**src/pkg/uart_cal_pkg.sv**
```systemverilog
// Constants for the calibrated-rate serial transceiver: register map, fields, rates.
// Assumes a 100 MHz core clock and a 32-bit classic Wishbone slave port.
package uart_cal_pkg;
    localparam int CLK_HZ = 100000000;
    localparam int MAX_BPS = 115200;
    localparam int OVERSAMPLE = 16;
    // Register byte offsets.
    localparam logic [7:0] OFF_DATA = 8'h00;
    localparam logic [7:0] OFF_CMD = 8'h04;
    localparam logic [7:0] OFF_BAUD = 8'h08;
    localparam logic [7:0] OFF_PRESC = 8'h0C;
    localparam logic [7:0] OFF_STAT = 8'h10;
    localparam logic [7:0] OFF_MASK = 8'h14;
    // Command register fields.
    localparam int CMD_RXIE = 0;
    localparam int CMD_TXIE = 1;
    localparam int CMD_PAREN = 2;
    localparam int CMD_PARODD = 3;
    localparam int CMD_AUTOCAL = 4;
    localparam logic [4:0] CMD_RESET = 5'h10;
    // Status register fields.
    localparam int ST_RX = 0;
    localparam int ST_TX = 1;
    localparam int ST_FRAME = 2;
    localparam int ST_OVER = 3;
    localparam int ST_PARITY = 4;
    localparam int ST_RXFULL = 5;
    localparam int ST_TXBUSY = 6;
    localparam logic [4:0] STICKY_MASK = 5'h1F;
    localparam logic [3:0] BAUD_RESET = 4'h3;
    localparam logic [15:0] PRESC_RESET = 16'h0035;
    localparam int NUM_RATES = 10;
    // Build option: when zero, the transmit pin becomes general port bit four; port bit five is never read.
    localparam logic SERIAL_USED = 1'b1;

    // Count limit for one oversample tick: CLK_HZ / (16 * rate), rounded down, minus one.
    function automatic logic [15:0] rate_div(input logic [3:0] sel);
        int bps;
        case (sel)
            4'h0: bps = 1200;
            4'h1: bps = 2400;
            4'h2: bps = 4800;
            4'h3: bps = 9600;
            4'h4: bps = 19200;
            4'h5: bps = 38400;
            4'h6: bps = 51200;
            4'h7: bps = 57600;
            4'h8: bps = 102400;
            default: bps = MAX_BPS;
        endcase
        return 16'(CLK_HZ / (OVERSAMPLE * bps) - 1);
    endfunction
endpackage

```
**src/hdl/uart_autocal_baud.sv**
```systemverilog
// Single-channel UART with a Wishbone register file and a sticky interrupt block.
// Assumes one 100 MHz clock; the receive pin is asynchronous and is synchronised here.
`timescale 1ns/1ps
module uart_autocal_baud (
    input wire logic CORE_CLK,
    input wire logic RST_B,
    input wire logic WB_CYC_I,
    input wire logic WB_STB_I,
    input wire logic WB_WE_I,
    input wire logic [7:0] WB_ADR_I,
    input wire logic [3:0] WB_SEL_I,
    input wire logic [31:0] WB_DAT_I,
    output logic [31:0] WB_DAT_O,
    output logic WB_ACK_O,
    output logic IRQ,
    input wire logic RXD,
    output logic TXD,
    input wire logic PORT_EF_BIT_FIVE_I,
    output logic PORT_EF_BIT_FOUR_O,
    output logic PORT_EF_BIT_FOUR_OE
);
    import uart_cal_pkg::*;

    typedef enum {TX_IDLE, TX_START, TX_DATA, TX_PAR, TX_STOP} tx_state_e;
    typedef enum {RX_IDLE, RX_START, RX_DATA, RX_PAR, RX_STOP} rx_state_e;

    logic [4:0] cmd_reg, cmd_next;
    logic [3:0] baud_reg, baud_next;
    logic [15:0] presc_reg, presc_next;
    logic [4:0] stat_reg, stat_next;
    logic [4:0] mask_reg, mask_next;
    logic ack_reg, ack_next;
    logic [31:0] rdat_reg, rdat_next;
    logic [15:0] div_reg, div_next;
    logic tick;
    logic [2:0] rx_sync_reg;
    logic rx_line_reg, rx_line_next;
    tx_state_e tx_st_reg, tx_st_next;
    logic [3:0] tx_os_reg, tx_os_next;
    logic [2:0] tx_bit_reg, tx_bit_next;
    logic [7:0] tx_sh_reg, tx_sh_next;
    logic tx_par_reg, tx_par_next;
    logic txd_reg, txd_next;
    logic tx_pend_reg, tx_pend_next;
    logic [7:0] tx_hold_reg, tx_hold_next;
    logic tx_done;
    rx_state_e rx_st_reg, rx_st_next;
    logic [3:0] rx_os_reg, rx_os_next;
    logic [2:0] rx_bit_reg, rx_bit_next;
    logic [7:0] rx_sh_reg, rx_sh_next;
    logic rx_par_reg, rx_par_next;
    logic [7:0] rx_buf_reg, rx_buf_next;
    logic rx_full_reg, rx_full_next;
    logic rx_done, rx_ferr, rx_perr, rx_over;
    logic wb_req, wr_en, rd_en;
    logic [15:0] div_limit;
    logic serial_in;

    assign wb_req = WB_CYC_I && WB_STB_I && !ack_reg;
    assign wr_en = wb_req && WB_WE_I && WB_SEL_I[0];
    assign rd_en = wb_req && !WB_WE_I;
    // Calibrated table or free prescaler selects the oversample divisor.
    assign div_limit = cmd_reg[CMD_AUTOCAL] ? rate_div(baud_reg) : presc_reg;
    assign tick = (div_reg >= div_limit);
    // Build option swaps the transmit pin for port bit four and holds the receive input idle high.
    assign serial_in = SERIAL_USED ? rx_line_reg : 1'b1;

    // Registers and bus answer.
    always_comb begin
        cmd_next = cmd_reg;
        baud_next = baud_reg;
        presc_next = presc_reg;
        mask_next = mask_reg;
        ack_next = wb_req;
        rdat_next = rdat_reg;
        stat_next = stat_reg;
        if (wr_en) begin
            case (WB_ADR_I)
                OFF_CMD: cmd_next = WB_DAT_I[4:0];
                OFF_BAUD: baud_next = (WB_DAT_I[3:0] < 4'(NUM_RATES)) ? WB_DAT_I[3:0] : 4'h9;
                OFF_PRESC: presc_next = WB_DAT_I[15:0];
                OFF_MASK: mask_next = WB_DAT_I[4:0];
                OFF_STAT: stat_next = stat_reg & ~WB_DAT_I[4:0];
                default: ;
            endcase
        end
        // Setting wins over a simultaneous write-one-to-clear.
        stat_next[ST_RX] = stat_next[ST_RX] | rx_done;
        stat_next[ST_TX] = stat_next[ST_TX] | tx_done;
        stat_next[ST_FRAME] = stat_next[ST_FRAME] | rx_ferr;
        stat_next[ST_OVER] = stat_next[ST_OVER] | rx_over;
        stat_next[ST_PARITY] = stat_next[ST_PARITY] | rx_perr;
        if (rd_en) begin
            case (WB_ADR_I)
                OFF_DATA: rdat_next = {24'h000000, rx_buf_reg};
                OFF_CMD: rdat_next = {27'h0000000, cmd_reg};
                OFF_BAUD: rdat_next = {28'h0000000, baud_reg};
                OFF_PRESC: rdat_next = {16'h0000, presc_reg};
                OFF_STAT: rdat_next = {25'h0000000, tx_pend_reg || tx_st_reg != TX_IDLE, rx_full_reg, stat_reg};
                OFF_MASK: rdat_next = {27'h0000000, mask_reg};
                default: rdat_next = 32'h00000000;
            endcase
        end
    end

    always_ff @(posedge CORE_CLK or negedge RST_B) begin
        if (!RST_B) begin
            cmd_reg <= CMD_RESET;
            baud_reg <= BAUD_RESET;
            presc_reg <= PRESC_RESET;
            mask_reg <= 5'h00;
            stat_reg <= 5'h00;
            ack_reg <= 1'b0;
            rdat_reg <= 32'h00000000;
        end else begin
            cmd_reg <= cmd_next;
            baud_reg <= baud_next;
            presc_reg <= presc_next;
            mask_reg <= mask_next;
            stat_reg <= stat_next;
            ack_reg <= ack_next;
            rdat_reg <= rdat_next;
        end
    end

    assign WB_ACK_O = ack_reg;
    assign WB_DAT_O = rdat_reg;
    // Receive and transmit events also need their command enable, as well as the mask.
    assign IRQ = |(stat_reg & mask_reg & {3'b111, cmd_reg[CMD_TXIE], cmd_reg[CMD_RXIE]});

    // Oversample divider and input synchroniser; the receive line counts once stages two and three agree.
    always_comb begin
        div_next = tick ? 16'h0000 : div_reg + 16'h0001;
        rx_line_next = (rx_sync_reg[1] == rx_sync_reg[2]) ? rx_sync_reg[2] : rx_line_reg;
    end

    always_ff @(posedge CORE_CLK or negedge RST_B) begin
        if (!RST_B) begin
            div_reg <= 16'h0000;
            rx_sync_reg <= 3'b111;
            rx_line_reg <= 1'b1;
        end else begin
            div_reg <= div_next;
            rx_sync_reg <= {rx_sync_reg[1:0], RXD};
            rx_line_reg <= rx_line_next;
        end
    end

    // Transmitter: one holding byte plus the shifter, so one write during a frame is not lost; a write while the holding byte is full is ignored.
    always_comb begin
        tx_st_next = tx_st_reg;
        tx_os_next = tx_os_reg;
        tx_bit_next = tx_bit_reg;
        tx_sh_next = tx_sh_reg;
        tx_par_next = tx_par_reg;
        txd_next = txd_reg;
        tx_pend_next = tx_pend_reg;
        tx_hold_next = tx_hold_reg;
        tx_done = 1'b0;
        if (wr_en && WB_ADR_I == OFF_DATA && !tx_pend_reg) begin
            tx_pend_next = 1'b1;
            tx_hold_next = WB_DAT_I[7:0];
        end
        if (tick) begin
            tx_os_next = tx_os_reg + 4'h1;
            case (tx_st_reg)
                TX_IDLE: begin
                    txd_next = 1'b1;
                    if (tx_pend_reg) begin
                        tx_pend_next = 1'b0;
                        tx_sh_next = tx_hold_reg;
                        tx_par_next = cmd_reg[CMD_PARODD];
                        tx_os_next = 4'h0;
                        txd_next = 1'b0;
                        tx_st_next = TX_START;
                    end
                end
                TX_START, TX_DATA, TX_PAR: begin
                    if (tx_os_reg == 4'hF) begin
                        if (tx_st_reg == TX_START) begin
                            tx_bit_next = 3'h0;
                            txd_next = tx_sh_reg[0];
                            tx_st_next = TX_DATA;
                        end else if (tx_st_reg == TX_DATA) begin
                            tx_par_next = tx_par_reg ^ tx_sh_reg[0];
                            tx_sh_next = {1'b0, tx_sh_reg[7:1]};
                            tx_bit_next = tx_bit_reg + 3'h1;
                            if (tx_bit_reg == 3'h7) begin
                                txd_next = cmd_reg[CMD_PAREN] ? tx_par_reg ^ tx_sh_reg[0] : 1'b1;
                                tx_st_next = cmd_reg[CMD_PAREN] ? TX_PAR : TX_STOP;
                            end else begin
                                txd_next = tx_sh_reg[1];
                            end
                        end else begin
                            txd_next = 1'b1;
                            tx_st_next = TX_STOP;
                        end
                    end
                end
                TX_STOP: begin
                    if (tx_os_reg == 4'hF) begin
                        tx_done = 1'b1;
                        tx_st_next = TX_IDLE;
                    end
                end
                default: tx_st_next = TX_IDLE;
            endcase
        end
    end

    always_ff @(posedge CORE_CLK or negedge RST_B) begin
        if (!RST_B) begin
            tx_st_reg <= TX_IDLE;
            tx_os_reg <= 4'h0;
            tx_bit_reg <= 3'h0;
            tx_sh_reg <= 8'h00;
            tx_par_reg <= 1'b0;
            txd_reg <= 1'b1;
            tx_pend_reg <= 1'b0;
            tx_hold_reg <= 8'h00;
        end else begin
            tx_st_reg <= tx_st_next;
            tx_os_reg <= tx_os_next;
            tx_bit_reg <= tx_bit_next;
            tx_sh_reg <= tx_sh_next;
            tx_par_reg <= tx_par_next;
            txd_reg <= txd_next;
            tx_pend_reg <= tx_pend_next;
            tx_hold_reg <= tx_hold_next;
        end
    end

    assign TXD = SERIAL_USED ? txd_reg : 1'b1;
    assign PORT_EF_BIT_FOUR_O = SERIAL_USED ? 1'b0 : tx_hold_reg[0];
    assign PORT_EF_BIT_FOUR_OE = !SERIAL_USED;

    // Receiver checks the start bit mid-bit at count 7, then samples each later bit mid-bit at count 15 of 16 oversample ticks.
    always_comb begin
        rx_st_next = rx_st_reg;
        rx_os_next = rx_os_reg;
        rx_bit_next = rx_bit_reg;
        rx_sh_next = rx_sh_reg;
        rx_par_next = rx_par_reg;
        rx_buf_next = rx_buf_reg;
        rx_full_next = rx_full_reg;
        rx_done = 1'b0;
        rx_ferr = 1'b0;
        rx_perr = 1'b0;
        rx_over = 1'b0;
        if (rd_en && WB_ADR_I == OFF_DATA) begin
            rx_full_next = 1'b0;
        end
        if (tick) begin
            rx_os_next = rx_os_reg + 4'h1;
            case (rx_st_reg)
                RX_IDLE: begin
                    rx_os_next = 4'h0;
                    if (!serial_in) begin
                        rx_st_next = RX_START;
                    end
                end
                RX_START: begin
                    if (rx_os_reg == 4'h7) begin
                        rx_os_next = 4'h0;
                        rx_bit_next = 3'h0;
                        rx_par_next = cmd_reg[CMD_PARODD];
                        // A glitch shorter than half a bit is not a start bit.
                        rx_st_next = serial_in ? RX_IDLE : RX_DATA;
                    end
                end
                RX_DATA: begin
                    if (rx_os_reg == 4'hF) begin
                        rx_sh_next = {serial_in, rx_sh_reg[7:1]};
                        rx_par_next = rx_par_reg ^ serial_in;
                        rx_bit_next = rx_bit_reg + 3'h1;
                        if (rx_bit_reg == 3'h7) begin
                            rx_st_next = cmd_reg[CMD_PAREN] ? RX_PAR : RX_STOP;
                        end
                    end
                end
                RX_PAR: begin
                    if (rx_os_reg == 4'hF) begin
                        rx_perr = (rx_par_reg != serial_in);
                        rx_st_next = RX_STOP;
                    end
                end
                RX_STOP: begin
                    if (rx_os_reg == 4'hF) begin
                        rx_done = 1'b1;
                        rx_ferr = !serial_in;
                        rx_over = rx_full_reg && !(rd_en && WB_ADR_I == OFF_DATA);
                        rx_buf_next = rx_sh_reg;
                        rx_full_next = 1'b1;
                        rx_st_next = RX_IDLE;
                    end
                end
                default: rx_st_next = RX_IDLE;
            endcase
        end
    end

    always_ff @(posedge CORE_CLK or negedge RST_B) begin
        if (!RST_B) begin
            rx_st_reg <= RX_IDLE;
            rx_os_reg <= 4'h0;
            rx_bit_reg <= 3'h0;
            rx_sh_reg <= 8'h00;
            rx_par_reg <= 1'b0;
            rx_buf_reg <= 8'h00;
            rx_full_reg <= 1'b0;
        end else begin
            rx_st_reg <= rx_st_next;
            rx_os_reg <= rx_os_next;
            rx_bit_reg <= rx_bit_next;
            rx_sh_reg <= rx_sh_next;
            rx_par_reg <= rx_par_next;
            rx_buf_reg <= rx_buf_next;
            rx_full_reg <= rx_full_next;
        end
    end

    // A divisor lowered under the running count must restart it at once, not after a full wrap.
    a_div_wrap: assert property (@(posedge CORE_CLK) disable iff (!RST_B)
        (div_reg >= div_limit) |=> (div_reg == 16'h0000))
        else $error("oversample divider overran its limit");
    a_tx_done_irq: assert property (@(posedge CORE_CLK) disable iff (!RST_B)
        tx_done |=> stat_reg[ST_TX])
        else $error("transmit event not latched");
    a_rx_done_irq: assert property (@(posedge CORE_CLK) disable iff (!RST_B)
        rx_done |=> stat_reg[ST_RX] && rx_full_reg)
        else $error("receive event not latched");
    a_frame_err: assert property (@(posedge CORE_CLK) disable iff (!RST_B)
        (rx_done && !serial_in) |=> stat_reg[ST_FRAME])
        else $error("framing error missed");
    a_overrun: assert property (@(posedge CORE_CLK) disable iff (!RST_B)
        rx_over |-> rx_full_reg ##1 stat_reg[ST_OVER])
        else $error("overrun missed");
    a_start_low: assert property (@(posedge CORE_CLK) disable iff (!RST_B)
        (tx_st_reg == TX_IDLE && tx_st_next == TX_START) |=> !TXD)
        else $error("start bit not low");
    a_stop_high: assert property (@(posedge CORE_CLK) disable iff (!RST_B)
        (tx_st_reg == TX_STOP) |-> TXD)
        else $error("stop bit not high");
    a_autocal_div: assert property (@(posedge CORE_CLK) disable iff (!RST_B)
        cmd_reg[CMD_AUTOCAL] |-> div_limit == rate_div(baud_reg))
        else $error("calibrated divisor wrong");
    a_presc_div: assert property (@(posedge CORE_CLK) disable iff (!RST_B)
        !cmd_reg[CMD_AUTOCAL] |-> div_limit == presc_reg)
        else $error("prescaler divisor wrong");
    a_ack_one: assert property (@(posedge CORE_CLK) disable iff (!RST_B)
        WB_ACK_O |=> !WB_ACK_O)
        else $error("ack held two cycles");
endmodule // uart_autocal_baud

```
**config.mk**
```make
export PLATFORM = sky130hd
export DESIGN_NAME = uart_autocal_baud
export DESIGN_NICKNAME = d
export VERILOG_FILES = /design/src/pkg/uart_cal_pkg.sv /design/src/hdl/uart_autocal_baud.sv
export SDC_FILE = /design/constraint.sdc
export NUM_CORES = 1
export LEC_CHECK = 0
export ABC_CLOCK_PERIOD_IN_PS = 90300
export CAP_MARGIN = 20
export CORE_AREA = 10 10 207 209
export DETAILED_ROUTE_END_ITERATION = 6
export DIE_AREA = 0 0 217 219
export DONT_BUFFER_PORTS = 1
export GPL_TIMING_DRIVEN = 0
export PLACE_DENSITY = 0.8
export SLEW_MARGIN = 15
export SYNTH_ARGS = -nofsm -noshare
export SYNTH_HDL_FRONTEND = slang
export SYNTH_SLANG_ARGS = --single-unit
```
**constraint.sdc**
```tcl
create_clock -name CORE_CLK -period 90.3 [get_ports CORE_CLK]
set_input_delay 13.545 -clock CORE_CLK [delete_from_list [all_inputs] [get_ports CORE_CLK]]
set_output_delay 13.545 -clock CORE_CLK [all_outputs]
set_load 0.01 [all_outputs]
```
# Yosys cells after proc, flatten, opt, wreduce, memory -nomap -nowiden
# Memories as Yosys holds them, arrays and structs flattened.
# Cells that the tools add are included.
# W data, S select, Z words.
# word_totals
memories,1
romBits,208
ff_bits,203
# mem_list
memory,words,width,rd,rd_ports_with_merged_regs,wr,line_no,source
(no name shown),16,13,1,0,0,uart_cal_pkg.sv:39,case (sel)
# classes
bitwise,11
n_lt_le_gt_ge,2
eq_ne,34
div_mod_pow,1
reduce_logical,36
n_addsub,6
muxes,74
# op_table
operator,count
$mux W32,12
$eq A32 B2 Y1 const B,5
$pmux W32 S5,1
$eq A32 B3 Y1 const B,3
$pmux W16 S6,1
$pmux W32 S3,1
$eq A32 B1 Y1 const B,2
$logic_not A32 Y1,2
$mux W1,35
$div A28 B32 Y32 const A,1
$mux W16,2
$mux W8,4
$reduce_bool A32 Y1,1
$ne A2 B2 Y1 const B,11
$add A16 B1 Y16 const B,1
$eq A8 B4 Y1 const B,2
$eq A8 B5 Y1 const B,2
$ge A16 B16 Y1,1
$mux W4,4
$pmux W8 S2,1
$sub A16 B2 Y16 const B,1
$and A5 B5 Y5,3
$mux W3,5
$mux W5,2
other kinds (30),61

# Logic depth before layout (Yosys ltp)
# logic_depth
ltp_word,10
depth_mapped,281

# Worst setup path before layout
# OpenSTA, ideal clock, no wires.
# synth_path
path_kind,reg2reg
startpoint,reg baud_reg[2]
endpoint,reg rx_sh_reg[0]
path_stages_with_launch,260
arrival_time_ns,48.882
slack_ns,41.293
setup_ns,0.125
cell_sequence,dfrtp_1 -> buf_4 -> nor2_2 -> buf_2 -> clkbuf_1 -> clkbuf_1 -> buf_1 -> nand2_1 -> ha_1 -> o21ai_0 -> o21a_1 -> o31ai_1 -> and2_1 -> ha_1 -> nor2_1 -> a31oi_1 -> and2_1 -> clkbuf_1 -> [224 not listed] -> a21oi_1 -> nor2b_1 -> o21ai_0 -> nand2b_1 -> a21oi_1 -> nor2b_1 -> o21ai_0 -> nand2b_1 -> a21oi_1 -> nor2b_1 -> o21ai_0 -> nand2b_1 -> a21o_1 -> o31ai_1 -> or3_1 -> clkbuf_1 -> nor3_1 -> mux2_2
# synth_via
elab_chain_len,6
# synth_rtl
element,line_no,source
start: declaration,uart_autocal_baud.sv:28,"logic [3:0] baud_reg, baud_next;"
start signal: assignment,uart_autocal_baud.sv:117,baud_reg <= baud_next;
$mem_v2 Z16 W13,n/a,
$div A28 B32 Y32,uart_cal_pkg.sv:51,return 16'(CLK_HZ / (OVERSAMPLE * bps) - 1);
$sub A16 B2 Y16,uart_cal_pkg.sv:51,
$mux W16,uart_autocal_baud.sv:63,assign div_limit = cmd_reg[CMD_AUTOCAL] ? rate_div(baud_reg) : presc_reg;
$ge A16 B16 Y1,uart_autocal_baud.sv:64,assign tick = (div_reg >= div_limit);
$reduce_and A3 Y1 (no source line),n/a,
end signal: assignment,uart_autocal_baud.sv:315,rx_sh_reg <= rx_sh_next;
end: declaration,uart_autocal_baud.sv:50,"logic [7:0] rx_sh_reg, rx_sh_next;"
# No other way between the ends.
# A chain may end at the register's enable or synchronous reset.

# Worst setup path in the final report
# layout_path
startpoint,reg baud_reg[3]
endpoint,reg rx_buf_reg[4]
# layout_via
elab_chain_len,6
# layout_rtl
element,line_no,source
$mem_v2 Z16 W13,n/a,
$div A28 B32 Y32,uart_cal_pkg.sv:51,
$sub A16 B2 Y16,uart_cal_pkg.sv:51,
$mux W16,uart_autocal_baud.sv:63,
$ge A16 B16 Y1,uart_autocal_baud.sv:64,
$reduce_and A3 Y1 (no source line),n/a,
end signal: assignment,uart_autocal_baud.sv:317,rx_buf_reg <= rx_buf_next;
end: declaration,uart_autocal_baud.sv:52,"logic [7:0] rx_buf_reg, rx_buf_next;"
# No other way between the ends.

==> qor.json <==
{
  "grt_pass1_wl_um": 107000,
  "routed_wl_um": 66400,
  "num_antenna_cells": 0,
  "post_route_cells_drive_above_1_share": 0.0999,
  "clock_sinks": 129,
  "worst_r2r_path_depth": 259,
  "num_vias": 21930,
  "rsz0062_at_grt": "false",
  "critical_path.reg2reg.endpoint": "rx_buf_reg[4]$_DFFE_PN0P_",
  "drtAntennaViolNets": 0,
  "setup-violations-final": 0,
  "grt_usage": 0.269,
  "crit_required_ns": 90.61,
  "cpPeakStageDelay_ns": 0.85,
  "cts.clk_slew.worst_paths_ns": 0.06,
  "yosys_most_used_dff": "dfrtp_1",
  "hold_buffers": 0,
  "finalHoldViolations": 0,
  "timing.critical_path.to_type": "flip-flop",
  "max_cap_viol_count": 0,
  "gp_congestion": 0.969,
  "final_cells": 3291,
  "dieArea_um2": 47500,
  "worst_r2r_startpoint": "baud_reg[3]$_DFFE_PN0P_",
  "post_synth_most_frequent_cells": "nand2_1 (268), nor2_1 (232), ha_1 (229), a21oi_1 (223), o21ai_0 (180)",
  "worst_hold_path.endpoint": "rx_sync_reg[1]$_DFF_PN1_",
  "post_drt_via_cell_ratio": 6.66,
  "num-fill-cells": 3529,
  "design.final.nets": 3044,
  "floorplan.io_pins": 88,
  "min_period_ns": 64.16,
  "mean_instance_size_in_the_synthesized_netlist_um2": 7.65,
  "syn_inst": 2708,
  "ff2ff_setup_slack_ns": 26.14,
  "clock_buffer_count_from_cts": 17,
  "detailedRoute.firstPassIterationCount": 6,
  "drv_slew": 0,
  "synthArstFlopShare": 1.00,
  "clk_root_buffer_cell": "clkbuf_16",
  "seq_area_frac_synth": 0.157,
  "initial_utilization": 0.537,
  "hold_path.class": "reg -> reg",
  "postSynthRegisterBits": 129,
  "grt.overflow.total": 0,
  "worst-setup-path-type": "reg -> reg",
  "final.setup.tns_ns": 0,
  "max_freq_ghz": 0.0156,
  "fin_skew_ns": 0.00912,
  "worst_skew_pair.late_latency_ns": 0.43,
  "place_hpwl_um": 51900,
  "die_width_um": 217,
  "ys.warnings.count": 0,
  "number_of_drc_violations_after_detailed_routing_iteration_0": 2319,
  "setup_buffers_after_cts": 0,
  "hold_path_startpoint": "rx_sync_reg[0]$_DFF_PN1_",
  "grt_start_max_net_pins": 130,
  "die_height_um": 219,
  "post-synth-top-area-cell": "dfrtp_1",
  "yosys.area.top_type_share": 0.141,
  "synth_area_um2": 20700,
  "yosysMostFrequentCell": "nand2_1",
  "top_cells_by_area_in_the_synthesized_netlist": "dfrtp_1 (14%), ha_1 (14%), mux2_2 (5.4%)",
  "flow.area_growth_from_synthesis_pct": 8.03,
  "timing_worst_slew_pin_value_ns": 1.08,
  "synth-edff-count": 0,
  "number_of_buffers_inserted_by_port_buffering": 0,
  "critPathMostFrequentCell": "a21oi_1",
  "clk_path_buf_depth": 2,
  "antenna_violations_before_repair": 0,
  "post_placement_cell_count": 3259,
  "design.core.area_um2": 38600,
  "worst-path-max-fanout": 12,
  "cts-resized-gates": 0,
  "hold-path-cell-count": 0,
  "htreeDepth": 4,
  "fp-row-count": 72,
  "timing.critical_path.from_type": "flip-flop",
  "drc": 0,
  "tritoncts": "done",
  "run_status": "completed",
  "post-route-period-util": 0.711,
  "post_drt_wl_per_cell_um": 20.2,
  "first_global_vias": 21092,
  "maxSlewHeadroom": 0.272,
  "cpMaxStageDelayCell": "buf_1",
  "worstPathArrival_ns": 64.47,
  "synth_cell_type_count": 111
}
[cell families after synthesis]
kind of cell               after synthesis  share of synthesized area
adders and majority gates              234                      0.143
DFF                                    129                      0.157
other                                    1                   0.000181
and+or+nand+nor                        971                      0.233
buffers and inverters                  193                     0.0395
AOI/OAI and AO/OA                      874                      0.284
xor gates and xnor gates               162                     0.0685
muxes                                  144                     0.0756
[layout by cell type, fill, tap and decap left out, drive strengths merged, types with 83 or more instances in the layout]
| cell | instances |
|---|---|
| a21oi | 224 |
| clkbuf | 90 |
| dfrtp | 117 |
| ha | 229 |
| mux2 | 100 |
| nand2 | 269 |
| nor2 | 234 |
| nor3 | 83 |
| o21ai | 192 |
| xnor2 | 97 |
[metrics by stage]
stage	hold slack, ns	setup WS [ns]	cell area (um2)	utilization
CTS	0.359	28.09	22400	0.580
global route	0.363	22.24	22400	0.580
detailed placement	0.356	28.44	21700	0.564
floorplan	0.345	41.29	20800	-
finish	0.359	26.14	22400	0.580
global placement	0.347	29.16	21400	0.556
[critical path, delay by kind of cell (launching register included)]
family	cells	cell delay (ns)
DFF	1	0.35
AOI/OAI and AO/OA	135	32.77
buffers and inverters	31	10.86
xor gates and xnor gates	1	0.28
adders and majority gates	23	7.48
and+or+nand+nor	64	10.57
muxes	5	1.53
[metal layers]
layer	routed length, um	vias up	global-route usage	part of all wire
met5	0	-	0	0
met4	2670	0	0.112	0.040
met3	6330	215	0.0442	0.095
met2	30500	1066	0.453	0.46
met1	27000	10426	0.334	0.41
li1	-	10223	-	-
[layout make-up]
cell class                 instances  area (um2)  area share
buffer                           118         538      0.0240
clock buffer                      20         447      0.0200
sequential                       129        3240       0.145
inverter                          75         282      0.0126
multi-input combinational       2405       16800       0.751
clock inverter                    12         180     0.00805
timing repair buffer              14         239      0.0107
tap                              518         648      0.0290
[worst max path at each step]
stage,startpoint,to,cells past startpoint
finish,baud_reg[3]$_DFFE_PN0P_,rx_buf_reg[4]$_DFFE_PN0P_,259
global route,baud_reg[3]$_DFFE_PN0P_,rx_buf_reg[4]$_DFFE_PN0P_,259
CTS,baud_reg[3]$_DFFE_PN0P_,rx_sh_reg[7]$_DFFE_PN0P_,257
detailed placement,baud_reg[3]$_DFFE_PN0P_,rx_buf_reg[4]$_DFFE_PN0P_,259
global placement,baud_reg[2]$_DFFE_PN0P_,rx_buf_reg[5]$_DFFE_PN0P_,252
floorplan,baud_reg[2]$_DFFE_PN0P_,rx_sh_reg[0]$_DFFE_PN0P_,259
Power is left out: the tool's default activity adds up to more than one toggle a clock period on the data nets, which glitch-free logic cannot reach.
